File: src/svcc_pkg.sv
package svcc_pkg;

    // register indices on the serial register port
    localparam logic [6:0] ADDR_DRIVE_CURRENT = 7'h10;
    localparam logic [6:0] ADDR_POWER_DOWN = 7'h11;
    localparam logic [6:0] ADDR_STEP_INTERVAL = 7'h12;
    localparam logic [6:0] ADDR_QUIET_THRESHOLD = 7'h13;
    localparam logic [6:0] ADDR_VELOCITY_CMD = 7'h22;
    localparam logic [6:0] ADDR_USTEP_POSITION = 7'h6a;
    localparam logic [6:0] ADDR_PHASE_CURRENTS = 7'h6b;

    // drive_current_control field positions
    localparam int HOLD_LSB = 0;
    localparam int RUN_LSB = 8;
    localparam int RAMP_LSB = 16;

    // reset values
    localparam logic [4:0] RUN_CURRENT_RST = 5'h1f;
    localparam logic [7:0] POWER_DOWN_RST = 8'h14;
    localparam logic [19:0] QUIET_THRESHOLD_RST = 20'h00000;
    localparam logic [23:0] VELOCITY_RST = 24'h000000;
    localparam logic [19:0] INTERVAL_MAX = 20'hfffff;

    // nonvolatile code to standstill current / ramp delay
    localparam logic [4:0] HOLD_CODE0 = 5'h10;
    localparam logic [4:0] HOLD_CODE1 = 5'h02;
    localparam logic [4:0] HOLD_CODE2 = 5'h08;
    localparam logic [4:0] HOLD_CODE3 = 5'h18;
    localparam logic [3:0] RAMP_CODE0 = 4'h1;
    localparam logic [3:0] RAMP_CODE1 = 4'h2;
    localparam logic [3:0] RAMP_CODE2 = 4'h4;
    localparam logic [3:0] RAMP_CODE3 = 4'h8;

    // delay unit of power-down and ramp timing, in clocks
    localparam int unsigned DELAY_UNIT_CLOCKS = 262144;
    // phase b offset into the wave table
    localparam logic [9:0] PHASE_B_OFFSET = 10'h100;
    localparam logic [8:0] TABLE_PEAK = 9'h0ff;

    typedef struct packed {
        logic wr;
        logic rd;
        logic [6:0] addr;
        logic [31:0] wdata;
    } svcc_reg_req_t;

    typedef enum logic [1:0] {
        SVCC_RUN = 2'b00,
        SVCC_WAIT = 2'b01,
        SVCC_RAMP = 2'b10,
        SVCC_HOLD = 2'b11
    } svcc_pwr_state_t;

endpackage : svcc_pkg

File: src/svcc_top.sv
// Behaviour
// - standstill current code n is (n+1)/32
// - zero hold in quiet mode: freewheel or brake
// - run current same coding, resets to 31
// - ramp delay 0 instant, else n*2^18 per step
// - power-down delay in 2^18 clocks, resets 20
// - measure 20-bit clocks between microsteps
// - saturate interval on overflow or standstill
// - hysteresis lower compare is thr*15/16-1
// - quiet mode while interval >= threshold
// - nonzero velocity generates steps, sign direction
// - sequencer registers read-only, writes ignored
// - 10-bit position, phase b offset 256
// - signed currents at bits 8:0 and 24:16
// - reduction only when reduction enabled
// - reset hold current from 2-bit code
`timescale 1ns/10ps
module svcc_top
#(
    parameter int unsigned TICK_CYCLES = svcc_pkg::DELAY_UNIT_CLOCKS,
    parameter logic [19:0] INTERVAL_LIMIT = svcc_pkg::INTERVAL_MAX
)
(
    // clock and reset
    input wire logic i_clock,
    input wire logic i_rst,
    // register port from the serial interface
    input wire svcc_pkg::svcc_reg_req_t i_req,
    output logic [31:0] o_reg_rdata,
    output logic o_reg_rvalid,
    // step interface and straps
    input wire logic i_step,
    input wire logic i_dir,
    input wire logic i_reduction_en,
    input wire logic i_quiet_cfg,
    input wire logic i_brake_sel,
    input wire logic [1:0] i_otp_hold_code,
    input wire logic [1:0] i_otp_ramp_code,
    // driver control
    output logic [4:0] o_current_scale,
    output logic o_quiet_mode,
    output logic o_freewheel,
    output logic o_brake,
    output logic o_standstill,
    output logic o_step_monitor,
    output logic o_dir_active
);
    localparam int TW = $clog2(TICK_CYCLES + 1);

    logic [4:0] standstill_current_r;
    logic [4:0] run_current_r;
    logic [3:0] current_ramp_delay_r;
    logic [7:0] power_down_delay_r;
    logic [19:0] quiet_mode_threshold_r;
    logic [23:0] internal_velocity_command_r;
    logic otp_loaded_r;
    logic step_in_r;
    logic [23:0] vel_acc_r;
    logic [19:0] interval_cnt_r;
    logic [19:0] step_interval_measure_r;
    logic [9:0] microstep_position_r;
    logic [TW-1:0] tick_cnt_r;
    logic tick;
    logic [7:0] pd_cnt_r;
    logic [3:0] ramp_cnt_r;
    svcc_pkg::svcc_pwr_state_t pwr_r;
    logic [8:0] phase_a_table_current;
    logic [8:0] phase_b_table_current;
    logic [23:0] vel_mag;
    logic [24:0] vel_sum;
    logic gen_step;
    logic ustep;
    logic move_dir;
    logic [23:0] thr_prod;
    logic [19:0] thr_low;
    logic wr_drive;

    function automatic logic [4:0] hold_from_code(input logic [1:0] code);
        unique case (code)
            2'b00: hold_from_code = svcc_pkg::HOLD_CODE0;
            2'b01: hold_from_code = svcc_pkg::HOLD_CODE1;
            2'b10: hold_from_code = svcc_pkg::HOLD_CODE2;
            2'b11: hold_from_code = svcc_pkg::HOLD_CODE3;
        endcase
    endfunction : hold_from_code

    function automatic logic [3:0] ramp_from_code(input logic [1:0] code);
        unique case (code)
            2'b00: ramp_from_code = svcc_pkg::RAMP_CODE0;
            2'b01: ramp_from_code = svcc_pkg::RAMP_CODE1;
            2'b10: ramp_from_code = svcc_pkg::RAMP_CODE2;
            2'b11: ramp_from_code = svcc_pkg::RAMP_CODE3;
        endcase
    endfunction : ramp_from_code

    assign wr_drive = i_req.wr && (i_req.addr == svcc_pkg::ADDR_DRIVE_CURRENT);

    // register writes; sequencer and interval addresses have no write target
    always_ff @(posedge i_clock)
    begin
        if (i_rst)
        begin
            run_current_r <= svcc_pkg::RUN_CURRENT_RST;
            power_down_delay_r <= svcc_pkg::POWER_DOWN_RST;
            quiet_mode_threshold_r <= svcc_pkg::QUIET_THRESHOLD_RST;
            internal_velocity_command_r <= svcc_pkg::VELOCITY_RST;
        end
        else if (i_req.wr)
        begin
            unique case (i_req.addr)
                svcc_pkg::ADDR_DRIVE_CURRENT:
                    run_current_r <= i_req.wdata[svcc_pkg::RUN_LSB +: 5];
                svcc_pkg::ADDR_POWER_DOWN:
                    power_down_delay_r <= i_req.wdata[7:0];
                svcc_pkg::ADDR_QUIET_THRESHOLD:
                    quiet_mode_threshold_r <= i_req.wdata[19:0];
                svcc_pkg::ADDR_VELOCITY_CMD:
                    internal_velocity_command_r <= i_req.wdata[23:0];
                default:
                    ;
            endcase
        end
    end

    // hold current and ramp delay come from straps, caught after reset release, until a drive_current_control write replaces them
    always_ff @(posedge i_clock)
    begin
        if (i_rst)
        begin
            otp_loaded_r <= 1'b0;
            standstill_current_r <= 5'h00;
            current_ramp_delay_r <= 4'h0;
        end
        else if (wr_drive)
        begin
            otp_loaded_r <= 1'b1;
            standstill_current_r <= i_req.wdata[svcc_pkg::HOLD_LSB +: 5];
            current_ramp_delay_r <= i_req.wdata[svcc_pkg::RAMP_LSB +: 4];
        end
        else if (!otp_loaded_r)
        begin
            otp_loaded_r <= 1'b1;
            standstill_current_r <= hold_from_code(i_otp_hold_code);
            current_ramp_delay_r <= ramp_from_code(i_otp_ramp_code);
        end
    end

    // internal pulse generator: accumulator carry is one microstep
    always_comb
    begin
        vel_mag = internal_velocity_command_r[23] ? 24'(-internal_velocity_command_r)
                                                  : internal_velocity_command_r;
        vel_sum = {1'b0, vel_acc_r} + {1'b0, vel_mag};
        gen_step = (internal_velocity_command_r != 24'h000000) && vel_sum[24];
        ustep = (internal_velocity_command_r == 24'h000000) ? (i_step && !step_in_r)
                                                            : gen_step;
        move_dir = (internal_velocity_command_r == 24'h000000) ? i_dir
                                                               : internal_velocity_command_r[23];
    end

    always_ff @(posedge i_clock)
    begin
        if (i_rst)
        begin
            step_in_r <= 1'b0;
            vel_acc_r <= 24'h000000;
            o_step_monitor <= 1'b0;
            o_dir_active <= 1'b0;
        end
        else
        begin
            step_in_r <= i_step;
            vel_acc_r <= (internal_velocity_command_r == 24'h000000) ? 24'h000000 : vel_sum[23:0];
            o_step_monitor <= gen_step;
            o_dir_active <= move_dir;
        end
    end

    // step interval measure; saturating counter doubles as standstill detect
    always_ff @(posedge i_clock)
    begin
        if (i_rst)
        begin
            interval_cnt_r <= 20'h00000;
            step_interval_measure_r <= svcc_pkg::INTERVAL_MAX;
            o_standstill <= 1'b1;
        end
        else if (ustep)
        begin
            interval_cnt_r <= 20'h00001;
            step_interval_measure_r <= interval_cnt_r;
            o_standstill <= 1'b0;
        end
        else if (interval_cnt_r >= INTERVAL_LIMIT)
        begin
            step_interval_measure_r <= svcc_pkg::INTERVAL_MAX;
            o_standstill <= 1'b1;
        end
        else
        begin
            interval_cnt_r <= interval_cnt_r + 20'h00001;
        end
    end

    // quiet mode switch with hysteresis; zero threshold leaves the configured mode
    always_comb
    begin
        thr_prod = 24'(quiet_mode_threshold_r) * 24'h00000f;
        thr_low = thr_prod[23:4] - 20'h00001;
    end

    always_ff @(posedge i_clock)
    begin
        if (i_rst)
            o_quiet_mode <= 1'b0;
        else if (!i_quiet_cfg)
            o_quiet_mode <= 1'b0;
        else if (quiet_mode_threshold_r == 20'h00000)
            o_quiet_mode <= 1'b1;
        else if (o_quiet_mode)
            o_quiet_mode <= (step_interval_measure_r >= thr_low);
        else
            o_quiet_mode <= (step_interval_measure_r >= quiet_mode_threshold_r);
    end

    // delay unit tick; free-running so the first unit may be short by design
    always_ff @(posedge i_clock)
    begin
        if (i_rst || tick)
            tick_cnt_r <= '0;
        else
            tick_cnt_r <= tick_cnt_r + TW'(1);
    end

    assign tick = (tick_cnt_r == TW'(TICK_CYCLES - 1));

    // power-down sequence
    always_ff @(posedge i_clock)
    begin
        if (i_rst)
        begin
            pwr_r <= svcc_pkg::SVCC_RUN;
            pd_cnt_r <= 8'h00;
            ramp_cnt_r <= 4'h0;
            o_current_scale <= svcc_pkg::RUN_CURRENT_RST;
        end
        else if (!o_standstill || !i_reduction_en)
        begin
            pwr_r <= svcc_pkg::SVCC_RUN;
            pd_cnt_r <= 8'h00;
            o_current_scale <= run_current_r;
        end
        else
        begin
            unique case (pwr_r)
                svcc_pkg::SVCC_RUN:
                begin
                    pwr_r <= svcc_pkg::SVCC_WAIT;
                    pd_cnt_r <= 8'h00;
                    o_current_scale <= run_current_r;
                end
                svcc_pkg::SVCC_WAIT:
                begin
                    o_current_scale <= run_current_r;
                    if (pd_cnt_r >= power_down_delay_r)
                    begin
                        pwr_r <= svcc_pkg::SVCC_RAMP;
                        ramp_cnt_r <= 4'h0;
                    end
                    else if (tick)
                        pd_cnt_r <= pd_cnt_r + 8'h01;
                end
                svcc_pkg::SVCC_RAMP:
                begin
                    if (current_ramp_delay_r == 4'h0 ||
                        o_current_scale <= standstill_current_r)
                    begin
                        o_current_scale <= standstill_current_r;
                        pwr_r <= svcc_pkg::SVCC_HOLD;
                    end
                    else if (tick && ramp_cnt_r + 4'h1 >= current_ramp_delay_r)
                    begin
                        ramp_cnt_r <= 4'h0;
                        o_current_scale <= o_current_scale - 5'h01;
                    end
                    else if (tick)
                        ramp_cnt_r <= ramp_cnt_r + 4'h1;
                end
                svcc_pkg::SVCC_HOLD:
                    o_current_scale <= standstill_current_r;
            endcase
        end
    end

    // zero hold current in quiet mode releases the coils
    always_ff @(posedge i_clock)
    begin
        if (i_rst)
        begin
            o_freewheel <= 1'b0;
            o_brake <= 1'b0;
        end
        else
        begin
            o_freewheel <= (pwr_r == svcc_pkg::SVCC_HOLD) && o_standstill && i_reduction_en &&
                           o_quiet_mode && (standstill_current_r == 5'h00) && !i_brake_sel;
            o_brake <= (pwr_r == svcc_pkg::SVCC_HOLD) && o_standstill && i_reduction_en &&
                       o_quiet_mode && (standstill_current_r == 5'h00) && i_brake_sel;
        end
    end

    // microstep sequencer position
    always_ff @(posedge i_clock)
    begin
        if (i_rst)
            microstep_position_r <= 10'h000;
        else if (ustep)
            microstep_position_r <= move_dir ? microstep_position_r - 10'h001
                                             : microstep_position_r + 10'h001;
    end

    svcc_wave u_wave_a
    (
        .i_clock(i_clock),
        .i_rst(i_rst),
        .i_pos(microstep_position_r),
        .o_current(phase_a_table_current)
    );

    svcc_wave u_wave_b
    (
        .i_clock(i_clock),
        .i_rst(i_rst),
        .i_pos(microstep_position_r + svcc_pkg::PHASE_B_OFFSET),
        .o_current(phase_b_table_current)
    );

    // read port; write-only registers read as zero
    always_ff @(posedge i_clock)
    begin
        if (i_rst)
        begin
            o_reg_rdata <= 32'h00000000;
            o_reg_rvalid <= 1'b0;
        end
        else
        begin
            o_reg_rvalid <= i_req.rd;
            if (i_req.rd)
            begin
                unique case (i_req.addr)
                    svcc_pkg::ADDR_STEP_INTERVAL:
                        o_reg_rdata <= {12'h000, step_interval_measure_r};
                    svcc_pkg::ADDR_USTEP_POSITION:
                        o_reg_rdata <= {22'h000000, microstep_position_r};
                    svcc_pkg::ADDR_PHASE_CURRENTS:
                        o_reg_rdata <= {7'h00, phase_b_table_current, 7'h00,
                                        phase_a_table_current};
                    default:
                        o_reg_rdata <= 32'h00000000;
                endcase
            end
        end
    end

endmodule : svcc_top

File: src/svcc_wave.sv
`timescale 1ns/10ps
module svcc_wave
(
    // clock and reset
    input wire logic i_clock,
    input wire logic i_rst,
    // table position
    input wire logic [9:0] i_pos,
    // signed table current
    output logic [8:0] o_current
);
    // parabolic half wave: x*(512-x)/256, peak clipped to table maximum
    logic [9:0] span;
    logic [18:0] prod;
    logic [8:0] mag;

    always_comb
    begin
        span = 10'h200 - {1'b0, i_pos[8:0]};
        prod = 19'({1'b0, i_pos[8:0]}) * 19'(span);
        mag = (prod[18:8] > 11'(svcc_pkg::TABLE_PEAK)) ? svcc_pkg::TABLE_PEAK : prod[16:8];
    end

    always_ff @(posedge i_clock)
    begin
        if (i_rst)
            o_current <= 9'h000;
        else
            o_current <= i_pos[9] ? 9'(-mag) : mag;
    end

endmodule : svcc_wave

File: config.mk
export PLATFORM = sky130hd
export DESIGN_NAME = svcc_top
export DESIGN_NICKNAME = d
export VERILOG_FILES = /design/src/svcc_pkg.sv /design/src/svcc_top.sv /design/src/svcc_wave.sv
export SDC_FILE = /design/constraint.sdc
export NUM_CORES = 1
export LEC_CHECK = 0
export BUFFER_PORTS_ARGS = -buffer_cell sky130_fd_sc_hd__buf_2
export CAP_MARGIN = 10
export CORE_MARGIN = 10
export CORE_UTILIZATION = 63
export CTS_CLUSTER_SIZE = 24
export DETAILED_ROUTE_END_ITERATION = 12
export HOLD_SLACK_MARGIN = 0.03
export PLACE_DENSITY = 0.86
export SYNTH_ARGS = -nofsm -noshare
export SYNTH_HDL_FRONTEND = slang
export SYNTH_SLANG_ARGS = --single-unit
File: constraint.sdc
create_clock -name i_clock -period 17.27 [get_ports i_clock]
set_clock_uncertainty 0.2 [all_clocks]
set_input_delay 3.454 -clock i_clock [delete_from_list [all_inputs] [get_ports i_clock]]
set_output_delay 3.454 -clock i_clock [all_outputs]
set_load 0.01 [all_outputs]
# Yosys cells after proc, flatten, opt, wreduce, memory -nomap -nowiden
# Index checks and enable logic that the tools add are counted.
# W data, S select, Z words.
word_totals:
  reg_bits: 237
  word_cells: 162
  output_inout_bits: 44
op_classes:
  n_mul: 3
  mux: 39
  bitwise_logic: 2
  order_cmp: 8
  reduce_logical: 41
  eq_ne: 26
  add_sub_neg: 15
op_table:
  columns: ["operator", "n"]
  rows:
  - ["$pmux W25 S3", 1]
  - ["$ge A20 B20 Y1", 2]
  - ["$mux W20", 2]
  - ["$mul A9 B10 Y19", 2]
  - ["$mux W9", 4]
  - ["$eq A7 B5 Y1 const B", 4]
  - ["$add A24 B24 Y25", 1]
  - ["$mux W5", 5]
  - ["$logic_not A24 Y1", 1]
  - ["$mul A20 B4 Y24 const B", 1]
  - ["$mux W24", 1]
  - ["$mux W4", 6]
  - ["$neg A24 Y24", 1]
  - ["$reduce_bool A24 Y1", 1]
  - ["$gt A11 B8 Y1 const B", 2]
  - ["$add A20 B1 Y20 const B", 1]
  - ["$ge A20 B20 Y1 const B", 1]
  - ["$logic_not A20 Y1", 1]
  - ["$pmux W5 S4", 1]
  - ["$sub A10 B9 Y10 const A", 2]
  - ["$sub A20 B1 Y20 const B", 1]
  - ["$add A19 B1 Y19 const B", 1]
  - ["$eq A19 B18 Y1 const B", 1]
  - ["$neg A9 Y9", 2]
  - ["39 further kinds", 89]

# Longest topological paths before layout
# Gate-level depths: netlist (run 1).
depth:
  depth_word: 7
  ltp_mapped: 34

# By module
# Synthesis (run 1) repeated with hierarchy kept, for this count alone.
unflattened:
  cells_unflattened: 2470
  hier_area_um2: 21222.9
modules_own_cells:
  columns: ["module", "n_inst", "cells_per_inst", "area_per_inst_um2", "seq_area_each_um2"]
  rows:
  - ["svcc_top", 1, 1702, 14192.4, 4244.1]
  - ["svcc_wave at u_wave_b", 1, 390, 3573.4, 180.2]
  - ["svcc_wave at u_wave_a", 1, 378, 3457.1, 180.2]

# Least setup slack after synthesis (run 1)
# OpenSTA, ideal clock, no wires.
synth_path:
  path_kind: "register to register"
  startpoint: "reg microstep_position_r[0]"
  endpoint: "reg u_wave_a.o_current[6]"
  n_path_buf: 4
  path_slack_ns: 9.613
  stages_incl_launch_ff: 34
  arrival_time_ns: 7.330
  cell_sequence: "dfxtp_1 clkbuf_1 inv_1 ha_1 nor3b_1 nor3b_1 nor3b_1 ha_1 clkbuf_1 nand2_1 fa_1 fa_1 inv_1 fa_1 inv_1 fa_1 inv_1 ha_1 clkbuf_1 inv_1 o21a_1 o311ai_1 a21oi_1 mux2_2 buf_4 nor2_1 ha_1 nor2b_1 and4_1 a311oi_1 nor3_1 mux2i_1 o22a_1 nor2_1"
synth_via:
  elab_chain_cells: 6
synth_rtl:
  columns: ["element", "line", "source"]
  rows:
  - ["from (decl)", "svcc_top.sv:61", "logic [9:0] microstep_position_r;"]
  - ["from (signal assigned)", "svcc_top.sv:318", "microstep_position_r <= move_dir ? microstep_position_r - 10'h001"]
  - ["$sub A10 B9 Y10", "svcc_wave.sv:19", "span = 10'h200 - {1'b0, i_pos[8:0]};"]
  - ["$mul A9 B10 Y19 (*)", "svcc_wave.sv:20", "prod = 19'({1'b0, i_pos[8:0]}) * 19'(span);"]
  - ["$gt A11 B8 Y1", "svcc_wave.sv:21", "mag = (prod[18:8] > 11'(svcc_pkg::TABLE_PEAK)) ? svcc_pkg::TABLE_PEAK : prod[16:8];"]
  - ["$mux W9 (*)", "svcc_wave.sv:21", null]
  - ["$neg A9 Y9", "svcc_wave.sv:29", "o_current <= i_pos[9] ? 9'(-mag) : mag;"]
  - ["$mux W9 (*)", "svcc_wave.sv:29", null]
  - ["to (signal assigned)", "svcc_wave.sv:29", null]
  - ["to (decl)", "svcc_wave.sv:10", "output logic [8:0] o_current"]
# Mark *: on every way between the ends. The rest lies on a longest branch, timed or not.
# A chain may end at the register's enable or synchronous reset.

# Final worst setup path (run 1)
layout_path:
  startpoint: "reg microstep_position_r[0]"
  endpoint: "reg u_wave_b.o_current[6]"
layout_via:
  elab_chain_cells: 7
layout_rtl:
  columns: ["element", "line", "source"]
  rows:
  - ["$add A10 B9 Y10 (*)", "svcc_top.sv:334", ".i_pos(microstep_position_r + svcc_pkg::PHASE_B_OFFSET),"]
  - ["$sub A10 B9 Y10", "svcc_wave.sv:19", null]
  - ["$mul A9 B10 Y19", "svcc_wave.sv:20", null]
  - ["$gt A11 B8 Y1", "svcc_wave.sv:21", null]
  - ["$mux W9", "svcc_wave.sv:21", null]
  - ["$neg A9 Y9", "svcc_wave.sv:29", null]
  - ["$mux W9 (*)", "svcc_wave.sv:29", null]
  - ["to (signal assigned)", "svcc_wave.sv:29", null]
  - ["to (decl)", "svcc_wave.sv:10", null]
# Marked as above.

==> impl_metrics.toml, run 1 <==
[status]
outcome = "complete, no violations"

[power]
p_per_area_nw_per_um2 = 133
ir_drop_v = 0.000316
p_sw_share_pct = 44.2
p_seq_share_pct = 21.3
comb_power_share_pct = 59.9
p_leak_nw = 9.93
switchingPower_mw = 1.24
total_power_mw = 2.81
clkPwrFrac_pct = 18.9
power.internal_mw = 1.57

[timing]
min_period_ps = 9180
setup_viol = 0
finalCritPeriodShare_pct = 53.2
grt_setup_unrepaired = "false"
tns_ps = 0
slew_headroom_pct = 25.3
drv_slew = 0
worst_slack_ps = 8090
tightest_slew_ps = 1120
finalHoldViolCount = 0
fmax_mhz = 109

[synth]
synth_common_cells = "nor2_1 (238), dfxtp_1 (230), ha_1 (222)"
synth_top_area_share_pct = 23.4
ys_seq_elements = 230
synth_top_cell_by_area = "dfxtp_1"
synth_most_common_cell = "nor2_1"
yosysWarnings = 0
synth_area_sq_um = 19700
synth_ff_type = "dfxtp_1"
synth_area_leaders = "dfxtp_1 (23%), ha_1 (14%), fa_1 (12%), xnor2_1 (4.6%), nor2_1 (4.5%)"
yosysSeqAreaShare_pct = 23.4
synth_cell_type_count = 98
netlist_instances = 2328
avgSynthCellArea_sq_um = 8.46
async_flop_share_pct = 0
synth-edff-count = 0

[clocking]
numClockSinks = 230
postCtsSetupBuffers = 0
numCtsBuffers = 23
cts_buffer_depth = 3
tritoncts = "done"
path_clk_slew_ps = 70
hold_buffers = 0
cts_resized = 0
cts_root_buf = "clkbuf_16"
clk_latency_ps = 540
htree_levels = 1

[finish]
post-route-util_pct = 68.8
final_nets = 2770
areaGrowthSynthToFinish_pct = 7.42
design_area_sq_um = 21200
drive_above_1_share_pct = 7.31

[die]
core_sq_um = 30700
num_rows = 64
io-pin-count = 96
die_w_microns = 197
start_util_pct = 64.1
die_h_microns = 197
dieArea_sq_um = 38700

[drt]
ant_nets = 0
routed_wl_mm = 47.7
drt-vias-per-instance = 5.97
wl_per_cell_microns = 17.1
route.detailed.drc = 0
firstDrtPassIters = 7
via_count = 16700
drtIter0Drc = 1264

[worst_setup_path]
cpPeakStageDelay_ps = 870
startpoint_type = "register"
crit_required_ps = 17530
cp_max_fo = 21
crit_path_top_delay_cell = "a2111oi_2"
critPathArrivalTime_ps = 9440
crit_type = "register to register"
cp-end-kind = "register"

[placement]
gp_congestion = 0.932
place_ws_ps = 8240
place_hpwl_mm = 36.5
dpl-instance-area_sq_um = 20400
port_buffers = 80

[grt]
grt_pass1_vias = 16800
grt_max_degree = 81
antenna_found_initial = 2
grt_pass1_wl_mm = 79.9
grtUsageTotal_pct = 24.3
overflow = 0

[worst_hold_path]
hold_path.class = "register to register"

[run]
cap_violations = 0
-- registers in the layout, summed over array words and instances (netlist names), 2 cells and up --
| register | count |
|---|---|
| power_down_delay_r | 8 |
| step_interval_measure_r | 20 |
| u_wave_b.o_current | 9 |
| vel_acc_r | 24 |
| run_current_r | 5 |
| u_wave_a.o_current | 9 |
| quiet_mode_threshold_r | 20 |
| tick_cnt_r | 19 |
| standstill_current_r | 5 |
| interval_cnt_r | 20 |
| current_ramp_delay_r | 4 |
| microstep_position_r | 10 |
| ramp_cnt_r | 4 |
| o_reg_rdata | 25 |
| pwr_r | 2 |
| internal_velocity_command_r | 24 |
| pd_cnt_r | 8 |
| o_current_scale | 5 |
-- per-layer routing --
metal,wire length (microns),up-vias,track usage [%]
li1,-,7949,-
met1,19400,8038,28.8
met2,23400,535,43.0
met3,2820,155,3.13
met4,2110,0,11.0
met5,0,-,0
-- cells in the final DEF, fill, tap and decap left out, types with 6 or more instances in the layout --
cell type,instances
nand4_1,27
buf_4,12
o21ai_1,26
nand2_1,215
a222oi_1,9
a21oi_1,153
and2_1,32
clkbuf_1,7
nor2b_1,39
and4_1,7
nand3_1,61
or2_2,16
o21ai_0,45
dfxtp_1,230
a31oi_1,9
o211ai_1,13
xnor2_1,103
buf_2,79
nor2_1,238
mux2i_1,35
ha_1,222
xor2_1,52
nor3b_1,13
o31ai_1,14
clkbuf_16,23
inv_1,219
a211oi_1,11
a211o_1,6
nand2b_1,51
conb_1,25
nor3_1,39
and3b_1,19
and3_1,17
a311oi_1,7
a21o_1,56
o21a_1,10
fa_1,119
or3_1,11
o21bai_1,6
or4_1,7
-- cell families (layout without fill, tap and decap cells) --
logic type / after synthesis / in the layout / synth area share (%)
AOI/OAI and AO/OA: 428 / 428 / 14.6
xor gates and xnor gates: 156 / 156 / 6.97
adders and majority gates: 341 / 341 / 26.2
buffers and inverters: 311 / 354 / 6.26
DFF: 230 / 230 / 23.4
muxes: 42 / 42 / 2.20
other: 2 / 28 / 0.0381
and+or+nand+nor: 818 / 818 / 20.4
-- final cells by class --
| cell class | instances | area [sq um] |
|---|---|---|
| Multi-Input combinational cell | 1810 | 14000 |
| Fill cell | 2289 | 9590 |
| Sequential cell | 230 | 4600 |
| Inverter | 221 | 830 |
| Clock buffer | 31 | 616 |
| Tap cell | 396 | 495 |
| Timing Repair Buffer | 91 | 485 |
| Clock inverter | 11 | 174 |
| Antenna cell | 3 | 7.51 |
-- power by group through the flow --
stage | registers (mW) | logic [mW] | clock network, mW
3_5_place_dp | 0.608 | 1.66 | 0
2_1_floorplan | 0.592 | 1.35 | 0
4_1_cts | 0.596 | 1.68 | 0.534
3_3_place_gp | 0.606 | 1.59 | 0
5_1_grt | 0.601 | 1.92 | 0.556
6_report | 0.598 | 1.68 | 0.530
-- final timing paths --
kind | start | endpoint | slack (ps) | depth (start not counted)
min reg2reg | quiet_mode_threshold_r[11] | quiet_mode_threshold_r[11] | 260 | 2
max | microstep_position_r[0] | u_wave_b.o_current[6] | 8090 | 28
min | quiet_mode_threshold_r[11] | quiet_mode_threshold_r[11] | 260 | 2
max reg2reg | microstep_position_r[0] | u_wave_b.o_current[6] | 8090 | 28
-- metrics by stage --
step	instances	hold WS (ps)
after global placement	2748	238
after CTS	2790	255
after detailed placement	2748	246
final	2793	260
after global routing	2792	268
after floorplan	2351	226
-- critical path: cells and delay by family, from the launching register on --
| kind | cells | cell delay, ps |
|---|---|---|
| AO/OA/AOI/OAI | 4 | 1400 |
| adder cells (fa/ha/maj) | 8 | 3290 |
| buffers and inverters | 5 | 660 |
| flip-flops | 1 | 540 |
| multiplexers | 2 | 610 |
| AND/OR/NAND/NOR | 9 | 2410 |
No activity file was read; power rests on OpenSTA's default activity.
==> run 2, diff against run 1 <==
==> constraint.sdc (replaced) <==
create_clock -name i_clock -period 9.4 [get_ports i_clock]
set_clock_uncertainty 0.2 [all_clocks]
set_input_delay 1.88 -clock i_clock [delete_from_list [all_inputs] [get_ports i_clock]]
set_output_delay 1.88 -clock i_clock [all_outputs]
set_load 0.01 [all_outputs]
==> run 2 against run 1 <==
Largest cell class unchanged. Design area grew 0.41%. Largest power group unchanged. Global-route usage shrank 0.25 points. Utilization grew 0.28 points. Critical path type unchanged.
==> impl_metrics.toml, run 2 (synthesis gave the netlist of run 1 again) <==
[grt]
grtUsageTotal_pct = 24.0
overflow = 0
grt_max_degree = 74
grt_pass1_vias = 16700
antenna_found_initial = 2
grt_pass1_wl_mm = 78.9

[finish]
largest-register = "o_reg_rdata"
drive_above_1_share_pct = 7.43
layout_commonest_cell = "nor2_1"
final_nets = 2773
layout_common_cells = "nor2_1 (238), dfxtp_1 (230), ha_1 (222)"
reg.largest.list = "o_reg_rdata: 25 flops, internal_velocity_command_r: 24 flops, vel_acc_r: 24 flops"
largest_reg_flops = 25
areaGrowthSynthToFinish_pct = 7.86

[die]
die_h_microns = 197
die_w_microns = 197
io-pin-count = 96
core_sq_um = 30700
start_util_pct = 64.1
num_rows = 64
dieArea_sq_um = 38700

[timing]
finalCritPeriodShare_pct = 91.0
hold_slack_ps = 257
slew_headroom_pct = 30.2
fmax_mhz = 117
drv_slew = 0
tightest_slew_ps = 1040
setup_viol = 0
tns_ps = 0
finalHoldViolCount = 0
min_period_ps = 8550
grt_setup_unrepaired = "false"

[worst_setup_path]
cp-end-kind = "register"
crit_path_top_delay_cell = "fa_1"
startpoint_type = "register"
cp_max_fo = 16
crit_required_ps = 9660
worst-path-buf-inv = 6
critPathLaunch = "microstep_position_r[1]"
rrSetupSlack_ps = 850
reg2reg_from = "microstep_position_r[1]"
crit_type = "register to register"
critical-path-top-delay-family = "adder cells"
cpPeakStageDelay_ps = 520
critPathArrivalTime_ps = 8810

[placement]
place_hpwl_mm = 36.5
port_buffers = 80
gp_congestion = 0.934

[drt]
route.detailed.drc = 0
firstDrtPassIters = 6
routed_wl_mm = 47.9
ant_nets = 0
drtIter0Drc = 1185
via_count = 16700
drt-vias-per-instance = 5.96
wl_per_cell_microns = 17.2

[clocking]
htree_levels = 1
cts_buffer_depth = 3
clk_latency_ps = 530
numCtsBuffers = 24
tritoncts = "done"
numClockSinks = 230
cts_root_buf = "clkbuf_16"
postCtsSetupBuffers = 0
hold_buffers = 0
path_clk_slew_ps = 70
cts_resized = 0

[power]
clkPwrFrac_pct = 19.9
ir_drop_v = 0.000391
p_sw_share_pct = 43.5
switchingPower_mw = 2.28
p_per_area_nw_per_um2 = 247
comb_power_share_pct = 59.2
p_leak_nw = 9.96
p_seq_share_pct = 20.9
power.internal_mw = 2.96

[run]
cap_violations = 0

[status]
outcome = "complete, no violations"

[worst_hold_path]
min_from = "quiet_mode_threshold_r[15]"
hold_path.class = "register to register"
-- run 2: cell types whose count changed in the layout (fill, tap and decap cells not counted), sizes merged --
cell,change
clkinv,-4
buf,+2
bufinv,+2
clkinvlp,+2
diode,-1
inv,-1
-- run 2: metrics by stage --
step	power, mW	std cells	area [sq um]	util, %	setup WS (ps)
floorplan	3.56	2351	19800	-	1740
global placement	4.04	2750	20400	66.3	1170
detailed placement	4.17	2750	20400	66.3	931
CTS	5.24	2791	21200	69.1	918
global route	5.71	2793	21300	69.1	79.7
finish	5.24	2793	21300	69.1	847
-- run 2: worst register-to-register path, delay by kind of cell (launching register included) --
kind	cells	cell delay, ps
compound gates	3	480
fa+ha+maj	8	3280
buf+inv	6	750
flops	1	500
mux	2	660
simple gates	11	2620
-- run 2: layer usage --
layer  track usage (%)  share of wire [%]  vias to the layer above
met3              2.59                6.2                      126
met4              9.46                3.7                        0
li1                  -                  -                     7973
met1              28.8                 41                     7997
met5                 0                  0                        -
met2              43.2                 49                      554
-- run 2: final timing paths --
| kind | end | depth (start not counted) |
|---|---|---|
| setup reg to reg | u_wave_b.o_current[6] | 30 |
| hold reg to reg | quiet_mode_threshold_r[15] | 2 |
| setup / recovery | u_wave_b.o_current[6] | 30 |
| hold / removal | quiet_mode_threshold_r[15] | 2 |
-- run 2: cell type report --
type / count / area [sq um]
multi-input combinational: 1810 / 14000
fill: 2341 / 9500
sequential: 230 / 4600
inverter: 221 / 830
clock buffer: 31 / 647
timing repair buffer: 93 / 500
tap: 396 / 495
clock inverter: 10 / 216
antenna: 2 / 5.00
-- run 2: power groups by stage --
stage	Sequential [mW]	Combinational (mW)	Clock (mW)
final	1.09	3.10	1.04
after global routing	1.10	3.52	1.09
after CTS	1.09	3.09	1.05
after detailed placement	1.11	3.06	0
after global placement	1.11	2.93	0
after floorplan	1.09	2.47	0
